<file path="config.mk">
export PLATFORM = sky130hd
export DESIGN_NAME = pcscs_regs
export DESIGN_NICKNAME = d
export VERILOG_FILES = /design/src/core/pcscs_pkg.sv /design/src/core/pcscs_link.sv /design/src/core/pcscs_regs.sv
export SDC_FILE = /design/constraint.sdc
export NUM_CORES = 1
export LEC_CHECK = 0
export BUFFER_PORTS_ARGS = -buffer_cell sky130_fd_sc_hd__buf_2
export CORE_ASPECT_RATIO = 0.7
export CORE_MARGIN = 4
export CORE_UTILIZATION = 25
export CTS_CLUSTER_SIZE = 16
export DETAILED_ROUTE_END_ITERATION = 10
export GPL_TIMING_DRIVEN = 1
export PLACE_DENSITY_LB_ADDON = 0.3
export SYNTH_ARGS = -nofsm -noshare
export SYNTH_HDL_FRONTEND = slang
export SYNTH_SLANG_ARGS = --single-unit
</file>
<file path="constraint.sdc">
create_clock -name CLK -period 4 [get_ports CLK]
set_input_delay 0.4 -clock CLK [delete_from_list [all_inputs] [get_ports CLK]]
set_output_delay 0.4 -clock CLK [all_outputs]
set_load 0.1 [all_outputs]
</file>
<file path="src/core/pcscs_pkg.sv">
// Constants and carrier types for the 100 Mb/s PCS configuration register bank.
// Assumes a 40 MHz device clock and an APB register bus with 32-bit data.
package pcscs_pkg;

  // Register map: printed offset 0x16 is not a word multiple, so it is an index
  localparam logic [7:0]  PCSCS_CFG_IDX      = 8'h16;
  localparam logic [11:0] PCSCS_CFG_ADDR     = 12'h058;   // Index times four
  localparam logic [11:0] PCSCS_LINK_ADDR    = 12'h05C;   // Index plus one: status word

  // Field positions inside the configuration word
  localparam int PCSCS_FREE_CLK_BIT  = 11;
  localparam int PCSCS_QUIET_BIT     = 10;
  localparam int PCSCS_FSD_BIT       = 9;
  localparam int PCSCS_SDPOL_BIT     = 8;
  localparam int PCSCS_DTIME_BIT     = 7;
  localparam int PCSCS_FIBER_BIT     = 6;
  localparam int PCSCS_FORCE_BIT     = 5;
  localparam int PCSCS_FEFI_BIT      = 3;
  localparam int PCSCS_NRZI_BIT      = 2;
  localparam int PCSCS_SCRBYP_BIT    = 1;
  localparam int PCSCS_DSCBYP_BIT    = 0;

  // Writable mask and reset value with the fiber strap low
  localparam logic [15:0] PCSCS_WR_MASK      = 16'h0FEF;
  localparam logic [15:0] PCSCS_RESET_VAL    = 16'h0100;
  localparam logic [15:0] PCSCS_STRAP_MASK   = 16'h004B;  // Fiber, fault, both bypasses

  // Descrambler loss-of-sync timeouts
  localparam int PCSCS_CLK_MHZ       = 40;
  localparam int PCSCS_TO_SHORT_US   = 722;
  localparam int PCSCS_TO_LONG_MS    = 2;
  localparam int PCSCS_TO_SHORT_CYC  = PCSCS_TO_SHORT_US * PCSCS_CLK_MHZ;
  localparam int PCSCS_TO_LONG_CYC   = PCSCS_TO_LONG_MS * 1000 * PCSCS_CLK_MHZ;

  // Control fields handed to the PCS datapath
  typedef struct packed {
    logic rx_clk_free;
    logic quiet_transmit_enable;
    logic force_signal_detect;
    logic signal_detect_policy;
    logic descrambler_timeout_select;
    logic fiber_mode_enable;
    logic force_good_link;
    logic far_end_fault_enable;
    logic nrzi_bypass;
    logic tx_scrambler_bypass;
    logic rx_descrambler_bypass;
  } pcscs_ctrl_t;

endpackage

</file>
<file path="src/core/pcscs_link.sv">
// Link qualifier: signal level, descrambler lock and loss-of-sync timeout.
// Assumes level and lock inputs are already synchronous to CLK.
`timescale 1ns/100ps
module pcscs_link
  import pcscs_pkg::*;
#(
  parameter int SHORT_CYC = PCSCS_TO_SHORT_CYC,
  parameter int LONG_CYC  = PCSCS_TO_LONG_CYC
) (
  // Clock and reset
  input  wire logic clk,
  input  wire logic rst_b,
  input  wire logic ce,
  // Configuration
  input  wire logic keep_on_lock_loss,
  input  wire logic long_timeout,
  input  wire logic force_good,
  // Receive status
  input  wire logic level_ok,
  input  wire logic lock_ok,
  // Results
  output logic      link_up,
  output logic      sync_lost
);

  logic [16:0] idle_cnt_reg;
  logic [16:0] idle_cnt_next;
  logic [16:0] limit;
  logic        link_next;

  // Timeout limit from the select bit; the long one tolerates jumbo frames
  assign limit = long_timeout ? 17'(LONG_CYC - 1) : 17'(SHORT_CYC - 1);

  // Count cycles without lock; reaching the limit declares sync lost
  assign idle_cnt_next = lock_ok ? 17'h00000 :
                         (idle_cnt_reg >= limit) ? idle_cnt_reg : idle_cnt_reg + 17'h00001;

  // Link rises on level and lock, falls per policy; the force path overrides
  always_comb begin
    if (force_good)
      link_next = 1'b1;
    else if (!link_up)
      link_next = level_ok && lock_ok;
    else if (keep_on_lock_loss)
      link_next = level_ok;
    else
      link_next = level_ok && !sync_lost;
  end

  // State
  always_ff @(posedge clk or negedge rst_b) begin
    if (!rst_b) begin
      idle_cnt_reg <= 17'h00000;
      link_up      <= 1'b0;
      sync_lost    <= 1'b0;
    end else if (ce) begin
      idle_cnt_reg <= idle_cnt_next;
      link_up      <= link_next;
      sync_lost    <= !lock_ok && (idle_cnt_reg >= limit);
    end
  end

endmodule

</file>
<file path="src/core/pcscs_regs.sv">
// APB register bank for the 100 Mb/s PCS configuration and status word.
// Assumes an APB master on CLK; strap and force-link pins come from outside.
//
// How it works
// - Bit 11 set lets the receive clock run freely; resets to zero.
// - Bit 10 set puts the transmitter in true quiet mode; resets zero.
// - Bit 9 set forces signal detect in the attachment layer; resets zero.
// - Bit 8 one: link on level and lock, held while level stays valid.
// - Bit 8 zero: link drops on bad level or descrambler lock loss.
// - Bit 7 selects descrambler timeout: 2 ms when one, 722 us when zero.
// - Bit 6 enables fiber mode; reset value follows the fiber strap.
// - Good link is forced by bit 5 or the external force-link input.
// - Bit 4 is read-only zero; writes have no effect.
// - Bit 3 enables far end fault; reset value follows the fiber strap.
// - Bit 2 set bypasses NRZI coding; resets to zero.
// - Bit 1 set bypasses the transmit scrambler; strap sets its reset value.
// - Bit 0 set bypasses the receive descrambler; strap sets its reset value.
//
// Added by the designer: the APB interface to the registers.
`timescale 1ns/100ps
module pcscs_regs
  import pcscs_pkg::*;
#(
  parameter int SHORT_CYC = PCSCS_TO_SHORT_CYC,
  parameter int LONG_CYC  = PCSCS_TO_LONG_CYC
) (
  // Clock, reset and enable
  input  wire logic        CLK,
  input  wire logic        RST_B,
  input  wire logic        CE,
  // APB slave
  input  wire logic        PSEL,
  input  wire logic        PENABLE,
  input  wire logic        PWRITE,
  input  wire logic [11:0] PADDR,
  input  wire logic [31:0] PWDATA,
  output logic             PREADY,
  output logic [31:0]      PRDATA,
  output logic             PSLVERR,
  // Pins from outside the clock domain
  input  wire logic        FIBER_STRAP,
  input  wire logic        EXTERNAL_FORCE_LINK_INPUT,
  input  wire logic        SIGNAL_LEVEL_OK,
  input  wire logic        DESCRAMBLER_LOCKED,
  // Controls to the PCS datapath
  output pcscs_ctrl_t      CTRL,
  output logic             LINK_UP,
  output logic             SYNC_LOST
);

  // Synchronisers: first stage read only by the second
  logic [3:0] pin_s1_reg;
  logic [3:0] pin_s2_reg;
  always_ff @(posedge CLK or negedge RST_B) begin
    if (!RST_B) begin
      pin_s1_reg <= 4'h0;
      pin_s2_reg <= 4'h0;
    end else if (CE) begin
      pin_s1_reg <= {FIBER_STRAP, EXTERNAL_FORCE_LINK_INPUT, SIGNAL_LEVEL_OK, DESCRAMBLER_LOCKED};
      pin_s2_reg <= pin_s1_reg;
    end
  end

  wire strap_s   = pin_s2_reg[3];
  wire force_s   = pin_s2_reg[2];
  wire level_s   = pin_s2_reg[1];
  wire lock_s    = pin_s2_reg[0];

  // Strap is caught once after reset release, not under the async reset
  logic        strap_done_reg;
  logic [1:0]  settle_reg;
  logic [15:0] cfg_reg;
  logic [15:0] cfg_next;

  // APB decode: zero-wait slave, answer in the access phase
  wire access     = PSEL && PENABLE;
  wire hit_cfg    = PADDR == PCSCS_CFG_ADDR;
  wire hit_link   = PADDR == PCSCS_LINK_ADDR;
  wire wr_cfg     = access && PWRITE && hit_cfg;

  // Strap-derived reset pattern for fiber, fault and both bypasses
  wire [15:0] strap_val = PCSCS_RESET_VAL | (strap_s ? PCSCS_STRAP_MASK : 16'h0000);

  // Whole-word update of writable bits; bit 4 masked to zero
  assign cfg_next = PWDATA[15:0] & PCSCS_WR_MASK;

  // Configuration register; software write wins over the late strap load
  always_ff @(posedge CLK or negedge RST_B) begin
    if (!RST_B) begin
      cfg_reg        <= PCSCS_RESET_VAL;
      strap_done_reg <= 1'b0;
      settle_reg     <= 2'h0;
    end else if (CE) begin
      if (wr_cfg) begin
        cfg_reg        <= cfg_next;
        strap_done_reg <= 1'b1;
      end else if (!strap_done_reg && settle_reg == 2'h2) begin
        cfg_reg        <= strap_val;
        strap_done_reg <= 1'b1;
      end
      if (settle_reg != 2'h2)
        settle_reg <= settle_reg + 2'h1;                       // Wait for synchroniser fill
    end
  end

  // Link qualifier driven by the policy and timeout bits
  logic link_up_w;
  logic sync_lost_w;
  pcscs_link #(
    .SHORT_CYC (SHORT_CYC),
    .LONG_CYC  (LONG_CYC)
  ) u_link (
    .clk               (CLK),
    .rst_b             (RST_B),
    .ce                (CE),
    .keep_on_lock_loss (cfg_reg[PCSCS_SDPOL_BIT]),
    .long_timeout      (cfg_reg[PCSCS_DTIME_BIT]),
    .force_good        (cfg_reg[PCSCS_FORCE_BIT] | force_s),
    .level_ok          (level_s | cfg_reg[PCSCS_FSD_BIT]),
    .lock_ok           (lock_s | cfg_reg[PCSCS_DSCBYP_BIT]),
    .link_up           (link_up_w),
    .sync_lost         (sync_lost_w)
  );

  // Read mux: config word or link status word
  wire [31:0] rd_val = hit_cfg  ? {16'h0000, cfg_reg} :
                       hit_link ? {30'h0, sync_lost_w, link_up_w} : 32'h00000000;

  // Outputs registered; PREADY high in every access phase
  always_ff @(posedge CLK or negedge RST_B) begin
    if (!RST_B) begin
      PRDATA    <= 32'h00000000;
      PREADY    <= 1'b0;
      PSLVERR   <= 1'b0;
      CTRL      <= '0;
      LINK_UP   <= 1'b0;
      SYNC_LOST <= 1'b0;
    end else if (CE) begin
      PREADY    <= PSEL && !PENABLE;
      PSLVERR   <= 1'b0;
      if (PSEL && !PENABLE) begin
        PRDATA  <= PWRITE ? 32'h00000000 : rd_val;
        PSLVERR <= !(hit_cfg || (hit_link && !PWRITE));
      end
      CTRL.rx_clk_free                <= cfg_reg[PCSCS_FREE_CLK_BIT];
      CTRL.quiet_transmit_enable      <= cfg_reg[PCSCS_QUIET_BIT];
      CTRL.force_signal_detect        <= cfg_reg[PCSCS_FSD_BIT];
      CTRL.signal_detect_policy       <= cfg_reg[PCSCS_SDPOL_BIT];
      CTRL.descrambler_timeout_select <= cfg_reg[PCSCS_DTIME_BIT];
      CTRL.fiber_mode_enable          <= cfg_reg[PCSCS_FIBER_BIT];
      CTRL.force_good_link            <= cfg_reg[PCSCS_FORCE_BIT] | force_s;
      CTRL.far_end_fault_enable       <= cfg_reg[PCSCS_FEFI_BIT];
      CTRL.nrzi_bypass                <= cfg_reg[PCSCS_NRZI_BIT];
      CTRL.tx_scrambler_bypass        <= cfg_reg[PCSCS_SCRBYP_BIT];
      CTRL.rx_descrambler_bypass      <= cfg_reg[PCSCS_DSCBYP_BIT];
      LINK_UP   <= link_up_w;
      SYNC_LOST <= sync_lost_w;
    end
  end

endmodule

</file>
; ---- Word-level counts from Yosys, hierarchy flattened
; Cells that the tools add are included.
[classes]
addsub = 2
n_eq_ne = 5
n_reduce_logical = 21
order_cmp = 1
muxes = 15
n_bitwise = 3
[op_table]
columns = cell, count
row1 = 2-to-1 mux 16 bit, 4
row2 = 2-to-1 mux 17 bit, 3
row3 = "== test 12 x 7 -> 1 bit, second input constant", 2
row4 = "adder 17 x 1 -> 17 bit, second input constant", 1
row5 = greater-or-equal comparator 17 bit, 1
row6 = logical AND 1 bit, 9
row7 = AND reduction 2 bit, 4
row8 = 2-to-1 mux 7 bit, 1
row9 = zero test 1 bit, 6
row10 = 2-to-1 mux 1 bit, 6
row11 = bitwise OR 1 bit, 3
row12 = "adder 2 x 1 -> 2 bit, second input constant", 1
row13 = "== test 2 bit, second input constant", 1
row14 = 2-to-1 mux 2 bit, 1
row15 = "inequality test 2 x 1 -> 1 bit, second input constant", 1
row16 = "inequality test 2 bit, second input constant", 1
row17 = nonzero test 2 bit, 1
row18 = logical OR 1 bit, 1
[word_totals]
out_inout_bits = 47
word_cells = 71
regBits = 93
in_bits = 54

; ---- Depth between registers and ports, before layout
; Gate-level depths: netlist of run 1.
[depth]
word_depth = 5
mapped_depth = 9
depth_no_buf = 7

; ---- Cells and area by module
; Synthesis of run 1 repeated with hierarchy kept, for this count alone.
[hier_totals]
cells_unflattened = 322
area_unflattened_um2 = 3489.6
[modules_own_cells]
columns = mod, seq_area_each_um2, cells_per_inst, n_inst, area_each_um2
row1 = pcscs_regs, 1202.4, 178, 1, 2182.1
row2 = pcscs_link, 475.5, 144, 1, 1307.5

; ---- Worst setup path after synthesis of run 1
; Ideal clock, no wire load.
[synth_timing]
kind = register to register
start = register cfg_reg[7]
end = register u_link.idle_cnt_reg[11]
slack_ns = 1.864
setup_ns = 0.082
path_stages_with_launch = 9
n_path_buf = 1
t_arrival_ns = 2.054
path_cell_list = dfrtp_1 -> inv_1 -> ha_1 -> nand4_1 -> or4_1 -> o31a_2 -> clkbuf_8 -> a21o_1 -> a31oi_1
[synth_via]
elab_chain_cells = 4
[synth_rtl]
columns = item, line_no
row1 = start: declaration, pcscs_regs.sv:72  ; logic [15:0] cfg_reg;
row2 = start signal: assignment, pcscs_regs.sv:95  ; cfg_reg <= cfg_next;
row3 = start signal: assignment, pcscs_regs.sv:98  ; cfg_reg <= strap_val;
row4 = 2-to-1 mux 17 bit, pcscs_link.sv:32  ; assign limit = long_timeout ? 17'(LONG_CYC - 1) : 17'(SHORT_CYC - 1);
row5 = greater-or-equal comparator 17 bit, pcscs_link.sv:36  ; (idle_cnt_reg >= limit) ? idle_cnt_reg : idle_cnt_reg + 17'h00001;
row6 = inequality test 2 x 1 -> 1 bit (no source line), n/a
row7 = AND reduction 2 bit (no source line), n/a
row8 = end signal: assignment, pcscs_link.sv:57  ; idle_cnt_reg <= idle_cnt_next;
row9 = end: declaration, pcscs_link.sv:26  ; logic [16:0] idle_cnt_reg;
; Every way passes these cells.
; A chain may end at the register's enable or synchronous reset.

; ---- Final worst setup path of run 1
[layout_timing]
start = register cfg_reg[7]
end = register u_link.idle_cnt_reg[6]
; The elaborated chain is that of the path after synthesis.

==> results of run 1 <==
==> worst paths after layout <==
check	from	endpoint	slack, ns	depth (start not counted)
min in group CLK	PWDATA[10]	cfg_reg[10]$_DFFE_PN0P_	0.29	2
max reg2reg	cfg_reg[7]$_DFFE_PN0P_	u_link.idle_cnt_reg[6]$_DFFE_PN0P_	1.10	7
max	cfg_reg[7]$_DFFE_PN0P_	u_link.idle_cnt_reg[6]$_DFFE_PN0P_	1.10	7
min reg2reg	strap_done_reg$_DFFE_PN0P_	strap_done_reg$_DFFE_PN0P_	0.47	1
max in group asynchronous	RST_B	cfg_reg[8]$_DFFE_PN1P_	2.87	2
min	RST_B	PRDATA[11]$_DFFE_PN0P_	0.17	1
==> cell families (layout without fill, tap and decap cells) <==
group,count (synthesis),after routing
AO/OA/AOI/OAI,71,71
XOR/XNOR,1,1
adder cells (fa/ha/maj),8,8
buffers and inverters,42,85
flip-flops,67,67
multiplexers,28,28
other,1,21
AND/OR/NAND/NOR,94,94
==> stage by stage <==
step	power [mW]	worst slack, ns	hold slack, ns	util (%)	std cells
finish	2.30	1.10	0.165	30.9	560
global route	2.41	0.967	0.234	30.9	560
CTS	2.33	1.14	0.191	30.9	560
detailed placement	1.46	1.17	0.459	28.5	544
global placement	1.45	1.17	0.451	28.5	544
floorplan	1.35	1.86	0.104	-	332
==> cell type report <==
class	count	area [um^2]
repair buffers	62	320
fillers	1355	9190
multi-input cells	223	1540
clock inverters	6	88.8
inverters	7	26.3
well taps	185	231
clock buffers	10	239
flip-flops and latches	67	1680
==> power breakdown <==
part | total (mW) | internal, mW | switching (mW)
sequential | 0.863 | 0.773 | 0.0905
clock | 0.855 | 0.562 | 0.294
combinational | 0.583 | 0.136 | 0.448
==> synth_stat cells, drive strengths merged (2+ instances only) <==
cell | instances | share of area, %
o21ai | 17 | 2.7
dfrtp | 66 | 48
and4 | 2 | 0.55
nor4 | 5 | 0.91
mux2 | 20 | 6.5
mux2i | 8 | 2.3
nor3 | 7 | 1.0
or3 | 3 | 0.58
nand3b | 3 | 0.76
a21o | 3 | 0.65
nand3 | 13 | 1.9
a22o | 15 | 3.8
clkbuf | 8 | 1.7
nand2 | 26 | 2.8
buf | 27 | 6.3
or2 | 2 | 0.36
a31oi | 5 | 0.91
o31a | 3 | 0.87
o211ai | 6 | 1.3
and3 | 3 | 0.55
ha | 8 | 2.9
a21oi | 8 | 1.2
or4 | 6 | 1.4
a32oi | 2 | 0.51
o311ai | 2 | 0.51
inv | 7 | 0.76
nor2 | 8 | 1.0
nand4 | 7 | 1.3
a41oi | 2 | 0.51
nand2b | 2 | 0.36
==> critical path: cells and delay by family (launching register included) <==
kind / cells / cell delay [ns]
AND/OR/NAND/NOR: 3 / 1.65
adder cells (fa/ha/maj): 1 / 0.34
buffers and inverters: 1 / 0.15
AO/OA/AOI/OAI: 2 / 0.18
flip-flops: 1 / 0.50
==> metal layers <==
metal  global-route usage [%]  vias to the layer above  wire length (um)
met5                        0                        -                 0
met4                     3.30                        0               108
met3                     3.11                       12               508
met2                     14.3                       77              3490
met1                     16.8                     1291              4370
li1                         -                     1246                 -
==> flow_metrics.tcl, run 1 <==
set metrics [dict create \
    io_pins 101 \
    cts_resized 0 \
    slowest_delay_ns 0.68 \
    synth_top_family_by_area "simple AND/OR/NAND/NOR gates" \
    synth_cells 312 \
    syn_to_final_growth_pct 19.7 \
    drive_gt1_share_pct 31.2 \
    slew-limit-headroom_pct 31.1 \
    worstPathRequired_ns 4.25 \
    cp_max_fo 11 \
    hold_viol 0 \
    cts_sinks 67 \
    yosys.area_share.simple_pct 15.3 \
    std_cell_rows 35 \
    io_buffers 58 \
    endpoint_kind "flop" \
    min_period_ns 2.90 \
    tightest_slew_ns 1.03 \
    vias 2626 \
    place_congestion 0.785 \
    fin_crit_sh_pct 72.5 \
    synth-seq-cells 67 \
    drt_wl_total_um 8490 \
    globalRoute.totalOverflow 0 \
    p_per_area_nw_per_um2 559 \
    dieArea_um2 15700 \
    wl_per_cell_um 15.2 \
    diodes 0 \
    ctsLongestPathBuffers 2 \
    finalSetupViolCount 0 \
    cts_made_buffers 9 \
    h-tree-depth 3 \
    fp.dieW_um 148 \
    post-route-drc-count 0 \
    nNetsFinal 432 \
    placed_area_um2 3790 \
    cap_violations 0 \
    largest_reg_flops 17 \
    first_pass_iters 4 \
    synthesis.area_um2 3440 \
    mostFrequentLayoutCells "dfrtp_1 (66), buf_2 (58), nand2_1 (26), conb_1 (21), mux2_2 (20)" \
    clock_latency_ns 0.33 \
    cts_hold_buf 0 \
    fmax_mhz 345 \
    ys_seq_area_share_pct 48.8 \
    track_usage_pct 10.8 \
    die-height_um 106 \
    synth_area_per_cell_um2 11.0 \
    synth_xor_xnor_area_share_pct 0.255 \
    final_cell_area_um2 4120 \
    p_leak_nw 1.90 \
    ant_nets 0 \
    hp-class "in -> async" \
    grt_pass1_vias 2539 \
    yosysUniqueCellTypes 59 \
    critical_path_arrival_ns 3.15 \
    crit_chain "inv_1, ha_1, o21ai_2, nor3b_2, nand2_1, or4_2, o211ai_1" \
    clockRootBuffer "clkbuf_16" \
    rsz0062_at_grt "false" \
    grt_max_degree 37 \
    start_util_pct 25.8 \
    critical_path_class "reg -> reg" \
    via_per_inst 4.69 \
    grt_pass1_wl_um 13600 \
    synth_compound_area_share_pct 15.0 \
    async_flop_share_pct 100 \
    drt-initial-drc-count 189 \
    core-area_um2 13300 \
    tns_ns 0 \
    skew_ns 0.00451 \
    cp_slowest_cell "nor3b_2" \
    synth_edf_count 0 \
    synthAdderAreaFrac_pct 2.91 \
    ir_worst_vdd_mv 0.254 \
    clk_pin_slew_ns 0.06 \
    cts_tree "built" \
    antenna_found_initial 0 \
    ys.flop_type "dfrtp_1" \
    final_common_cell "dfrtp_1" \
    ys_warn_count 0 \
    post_cts_buffers 0 \
    drv_slew 0 \
    dpl.hpwl_um 6130 \
    outcome "complete, no violations" \
    critPathLaunchType "flop" \
    synth.area.mux_share_pct 8.87 \
]
Note: power is estimated with default switching activity, not from simulation.
==> run 2, diff against run 1 <==
- clock period: 4 -> 2.9 ns (I/O delays scaled with it)
==> run 2 against run 1 <==
  * The run now ends with negative hold slack left
  * Critical path depth up 1
  * Sequential power up 38%
  * Highest routed layer unchanged
  * Global-route usage down 0.18 points
  * Cell area up 0.27%
  * Clock skew up 0.0012 ns
  * Utilization up 0.085 points
  * First-iteration DRC count up 16%
  * Fmax up 24%
==> flow_metrics.tcl, run 2 (synthesized netlist as in run 1, its figures left out) <==
set metrics [dict create \
    tns_ns 0 \
    globalRoute.totalOverflow 0 \
    post_cts_buffers 0 \
    dieArea_um2 15700 \
    grt_max_degree 42 \
    first_pass_iters 4 \
    clk_pin_slew_ns 0.06 \
    min_period_ns 2.33 \
    seq_power_share_pct 39.1 \
    rsz0062_at_grt "false" \
    cell_internal_pwr_mw 1.88 \
    fillCellCount 1368 \
    hp-class "in -> async" \
    grt_pass1_wl_um 13400 \
    routed.top_layer "met4" \
    violations "negative hold slack" \
    place_ws_ns 0.613 \
    start_util_pct 25.8 \
    cp_max_fo 9 \
    drv_slew 0 \
    largest_reg_flops 17 \
    endpoint_kind "flop" \
    power.total_mw 3.04 \
    p_per_area_nw_per_um2 735 \
    final.setup.worst_slack_ns 0.566 \
    nNetsFinal 437 \
    place_congestion 0.779 \
    via_per_inst 4.60 \
    regArea_um2 1680 \
    startpoint "cfg_reg[7]$_DFFE_PN0P_" \
    outcome "finished with violations" \
    mostFrequentLayoutCells "dfrtp_1 (66), buf_2 (58), nand2_1 (26), conb_1 (21), mux2_2 (20)" \
    clock_latency_ns 0.32 \
    ir_worst_vdd_mv 0.390 \
    p_sw_share_pct 38.0 \
    drive_gt1_share_pct 32.1 \
    cts_sinks 67 \
    h-tree-depth 3 \
    cap_violations 0 \
    clockRootBuffer "clkbuf_16" \
    wl_per_cell_um 14.9 \
    worstPathRequired_ns 3.14 \
    r2r_slack_ns 0.57 \
    ant_nets 0 \
    wl_met3_um 414 \
    m1WireLength_um 4540 \
    fin_crit_sh_pct 80.5 \
    r2r_end "u_link.idle_cnt_reg[6]$_DFFE_PN0P_" \
    fp.dieW_um 148 \
    slew-limit-headroom_pct 29.0 \
    p_leak_nw 1.91 \
    antenna_found_initial 0 \
    power_frac_comb_pct 26.6 \
    cts_tree "built" \
    critPathLaunchType "flop" \
    io_pins 101 \
    syn_to_final_growth_pct 20.1 \
    io_buffers 58 \
    critical_path_arrival_ns 2.58 \
    finalSetupViolCount 0 \
    std_cell_rows 35 \
    r2r_start "cfg_reg[7]$_DFFE_PN0P_" \
    final_common_cell "dfrtp_1" \
    cts_made_buffers 9 \
    diodes 0 \
    core-area_um2 13300 \
    fmax_mhz 428 \
    dpl.hpwl_um 6120 \
    drt-initial-drc-count 219 \
    cts_hold_buf 0 \
    multi_input_area_um2 1540 \
    track_usage_pct 10.7 \
    critical_path_class "reg -> reg" \
    cts_resized 0 \
    tightest_slew_ns 1.06 \
    whs_ns -0.00517 \
    drt_wl_total_um 8410 \
    skew_ns 0.00568 \
    net-switching-power_mw 1.15 \
    rr_worst_depth 8 \
    ctsLongestPathBuffers 2 \
    hold_viol 7 \
    grt_pass1_vias 2469 \
    post-route-drc-count 0 \
    vias 2600 \
    die-height_um 106 \
    route.met2.wl_um 3420 \
    clkPwrFrac_pct 34.2 \
]
[run 2: changes by cell type in the layout (fill, tap and decap cells not counted), sizes merged]
cell and change:
buf +5, inv +1, bufinv -2, clkinv -1, clkinvlp +1, clkbuf +1
[run 2: how the worst max path moves through the flow]
stage / to / slack [ns] / cells after the start
floorplan: u_link.idle_cnt_reg[11]$_DFFE_PN0P_ / 0.76 / 8
detailed placement: u_link.idle_cnt_reg[6]$_DFFE_PN0P_ / 0.61 / 8
global placement: u_link.idle_cnt_reg[6]$_DFFE_PN0P_ / 0.64 / 8
finish: u_link.idle_cnt_reg[6]$_DFFE_PN0P_ / 0.57 / 8
global route: u_link.idle_cnt_reg[14]$_DFFE_PN0P_ / 0.46 / 8
CTS: u_link.idle_cnt_reg[6]$_DFFE_PN0P_ / 0.58 / 8
[run 2: through the flow]
step	utilization [%]	area, um^2	hold slack (ns)	std cells
2_1_floorplan	-	3520	-0.00559	332
3_3_place_gp	28.9	3840	0.356	549
3_5_place_dp	28.9	3840	0.367	549
4_1_cts	31.0	4130	0.0129	565
5_1_grt	31.0	4130	0.0526	565
6_report	31.0	4130	-0.00517	565
[run 2: layout make-up]
cell class / instances / area share [%]
tap: 185 / 5.60
multi-input combinational: 223 / 37.2
inverter: 7 / 0.636
timing repair buffer: 67 / 8.96
clock inverter: 5 / 0.878
clock buffer: 11 / 6.12
sequential: 67 / 40.6
[run 2: layer usage]
layer | vias up | global-route usage (%)
met5 | - | 0
met4 | 0 | 2.83
met3 | 2 | 2.39
met2 | 52 | 13.5
met1 | 1279 | 17.5
li1 | 1267 | -
[run 2: worst max-delay path, stage by stage, from the launching register on]
cell and delay [ns]:
dfrtp_1 0.37, buf_4 0.16, ha_1 0.18, o41ai_1 0.35, a211o_1 0.23, o31ai_2 0.08
buf_4 0.18, or4_2 0.60, o211ai_1 0.10
[run 2: power by group through the flow]
stage          clock network (mW)  registers, mW  logic [mW]
5_1_grt                      1.11           1.21       0.855
4_1_cts                      1.07           1.19       0.812
6_report                     1.04           1.19       0.808
2_1_floorplan                   0           1.44       0.412
3_3_place_gp                    0           1.20       0.803
3_5_place_dp                    0           1.20       0.811
==> run 3, diff against run 2 <==
- clock period: 2.9 -> 2.1 ns (I/O delays scaled with it)
==> run 3 against run 2 <==
  * The run ends with negative setup slack left
  * Register-to-register slack worse by 0.70 ns
  * Global-route usage increased by 0.98 points
  * Routed wire length up 11%
  * Utilization increased by 2.9 points
  * Cell count up 6.9%
  * Worst setup slack lost 0.70 ns
==> flow_metrics.tcl, run 3 (synthesized netlist as in run 1, its figures left out) <==
set metrics [dict create \
    io_buffers 58 \
    fp.dieW_um 148 \
    io_pins 101 \
    dpl.hpwl_um 6820 \
    p_leak_nw 2.15 \
    outcome "finished with violations" \
    hold_viol 0 \
    track_usage_pct 11.6 \
    cts_made_buffers 9 \
    endpoint_kind "flop" \
    drt-initial-drc-count 199 \
    critical_path_class "reg -> reg" \
    nNetsFinal 477 \
    ant_nets 0 \
    vias 2831 \
    finalSetupViolCount 14 \
    drv_slew 0 \
    post-route-drc-count 0 \
    grt_pass1_wl_um 14600 \
    cap_violations 0 \
    antenna_found_initial 0 \
    h-tree-depth 3 \
    die-height_um 106 \
    std_cell_rows 35 \
    grt_max_degree 47 \
    wl_per_cell_um 15.5 \
    dieArea_um2 15700 \
    clk_pin_slew_ns 0.05 \
    fmax_mhz 447 \
    diodes 0 \
    clock_latency_ns 0.33 \
    hp-class "in -> reg" \
    largest_reg_flops 17 \
    min_period_ns 2.24 \
    via_per_inst 4.69 \
    p_per_area_nw_per_um2 921 \
    final_common_cell "dfrtp_1" \
    tightest_slew_ns 0.569 \
    grt_pass1_vias 2721 \
    final.setup.worst_slack_ns -0.137 \
    tns_ns -1.08 \
    hp-start "PWDATA[9]" \
    violations "negative setup slack" \
    syn_to_final_growth_pct 31.4 \
    start_util_pct 25.8 \
    cts_tree "built" \
    worstPathRequired_ns 2.35 \
    fin_crit_sh_pct 107 \
    first_pass_iters 4 \
    clockRootBuffer "clkbuf_16" \
    cp_max_fo 6 \
    mostFrequentLayoutCells "dfrtp_1 (65), buf_2 (58), buf_4 (42), nand2_1 (26), conb_1 (21)" \
    startpoint "cfg_reg[7]$_DFFE_PN0P_" \
    globalRoute.totalOverflow 0 \
    slew-limit-headroom_pct 62.0 \
    place_congestion 0.855 \
    rsz0062_at_grt "true" \
    drt_wl_total_um 9370 \
    critPathLaunchType "flop" \
    place_ws_ns -0.147 \
    critical_path_arrival_ns 2.49 \
    ctsLongestPathBuffers 2 \
    drive_gt1_share_pct 40.3 \
    cts_sinks 67 \
    r2r_start "cfg_reg[7]$_DFFE_PN0P_" \
    core-area_um2 13300 \
    skew_ns 0.00613 \
    ir_worst_vdd_mv 0.410 \
]
[run 3: cell types whose count changed in the layout (fill, tap and decap cells not counted), sizes merged]
cell	previous run	this run
buf	67	105
dlygate4sd3	0	1
clkbuf	11	10
clkinvlp	3	1
o31a	3	4
inv	8	7
clkinv	1	4
[run 3: stage by stage]
step | util (%) | hold WS (ns) | instance area, um^2 | total power [mW] | instances
6_report | 34.0 | 0.110 | 4520 | 4.16 | 604
4_1_cts | 33.2 | 0.0972 | 4420 | 4.21 | 600
3_3_place_gp | 31.1 | 0.208 | 4130 | 2.82 | 584
2_1_floorplan | - | -0.0856 | 3530 | 2.56 | 332
5_1_grt | 34.0 | 0.107 | 4520 | 4.38 | 604
3_5_place_dp | 31.1 | 0.217 | 4130 | 2.85 | 584
[run 3: critical path, stage by stage, from the launching register on]
cell and delay, ns:
dfrtp_2 0.44, ha_1 0.32, a41oi_2 0.23, a211o_1 0.22, o31ai_4 0.09, buf_4 0.14
buf_6 0.13, or3_2 0.46, a21oi_2 0.14
[run 3: cell type report]
cell class | instances | area (um^2)
clock buffer | 10 | 229
clock inverter | 5 | 31.3
fill | 1374 | 8790
inverter | 7 | 28.8
multi-input combinational | 224 | 1630
sequential | 67 | 1680
tap | 185 | 231
timing repair buffer | 106 | 689
[run 3: worst paths after layout]
kind / to / slack, ns / depth (start not counted)
worst max-delay path: u_link.idle_cnt_reg[0]$_DFFE_PN0P_ / -0.14 / 8
worst min-delay path: cfg_reg[9]$_DFFE_PN0P_ / 0.11 / 2
worst max register to register: u_link.idle_cnt_reg[0]$_DFFE_PN0P_ / -0.14 / 8
worst min register to register: strap_done_reg$_DFFE_PN0P_ / 0.47 / 1
max in group asynchronous: cfg_reg[8]$_DFFE_PN1P_ / 1.02 / 3
min in group asynchronous: PRDATA[2]$_DFFE_PN0P_ / 0.40 / 2
[run 3: power by group]
part / leakage (nW) / internal (mW) / switching [mW]
Combinational: 1.15 / 0.321 / 0.894
Clock: 0.128 / 0.787 / 0.544
Sequential: 0.874 / 1.47 / 0.147
Total: 2.15 / 2.58 / 1.59
[run 3: per-layer routing]
layer | up-vias | part of all wire, % | track usage (%)
li1 | 1337 | - | -
met1 | 1405 | 51 | 18.0
met2 | 85 | 43 | 16.2
met3 | 4 | 5.7 | 2.77
met4 | 0 | 0.57 | 2.57
met5 | - | 0 | 0
[run 3: timing repair]
| action | in CTS | in global routing |
|---|---|---|
| endpoints found under the setup margin | 17 | 18 |
| gates resized for setup | 2 | 14 |
| cloned | 0 | 2 |
| setup buffers | 0 | 2 |
| hold buffers | 1 | 0 |
| pin swaps | 0 | 1 |
| hold endpoints to repair | 21 | 0 |
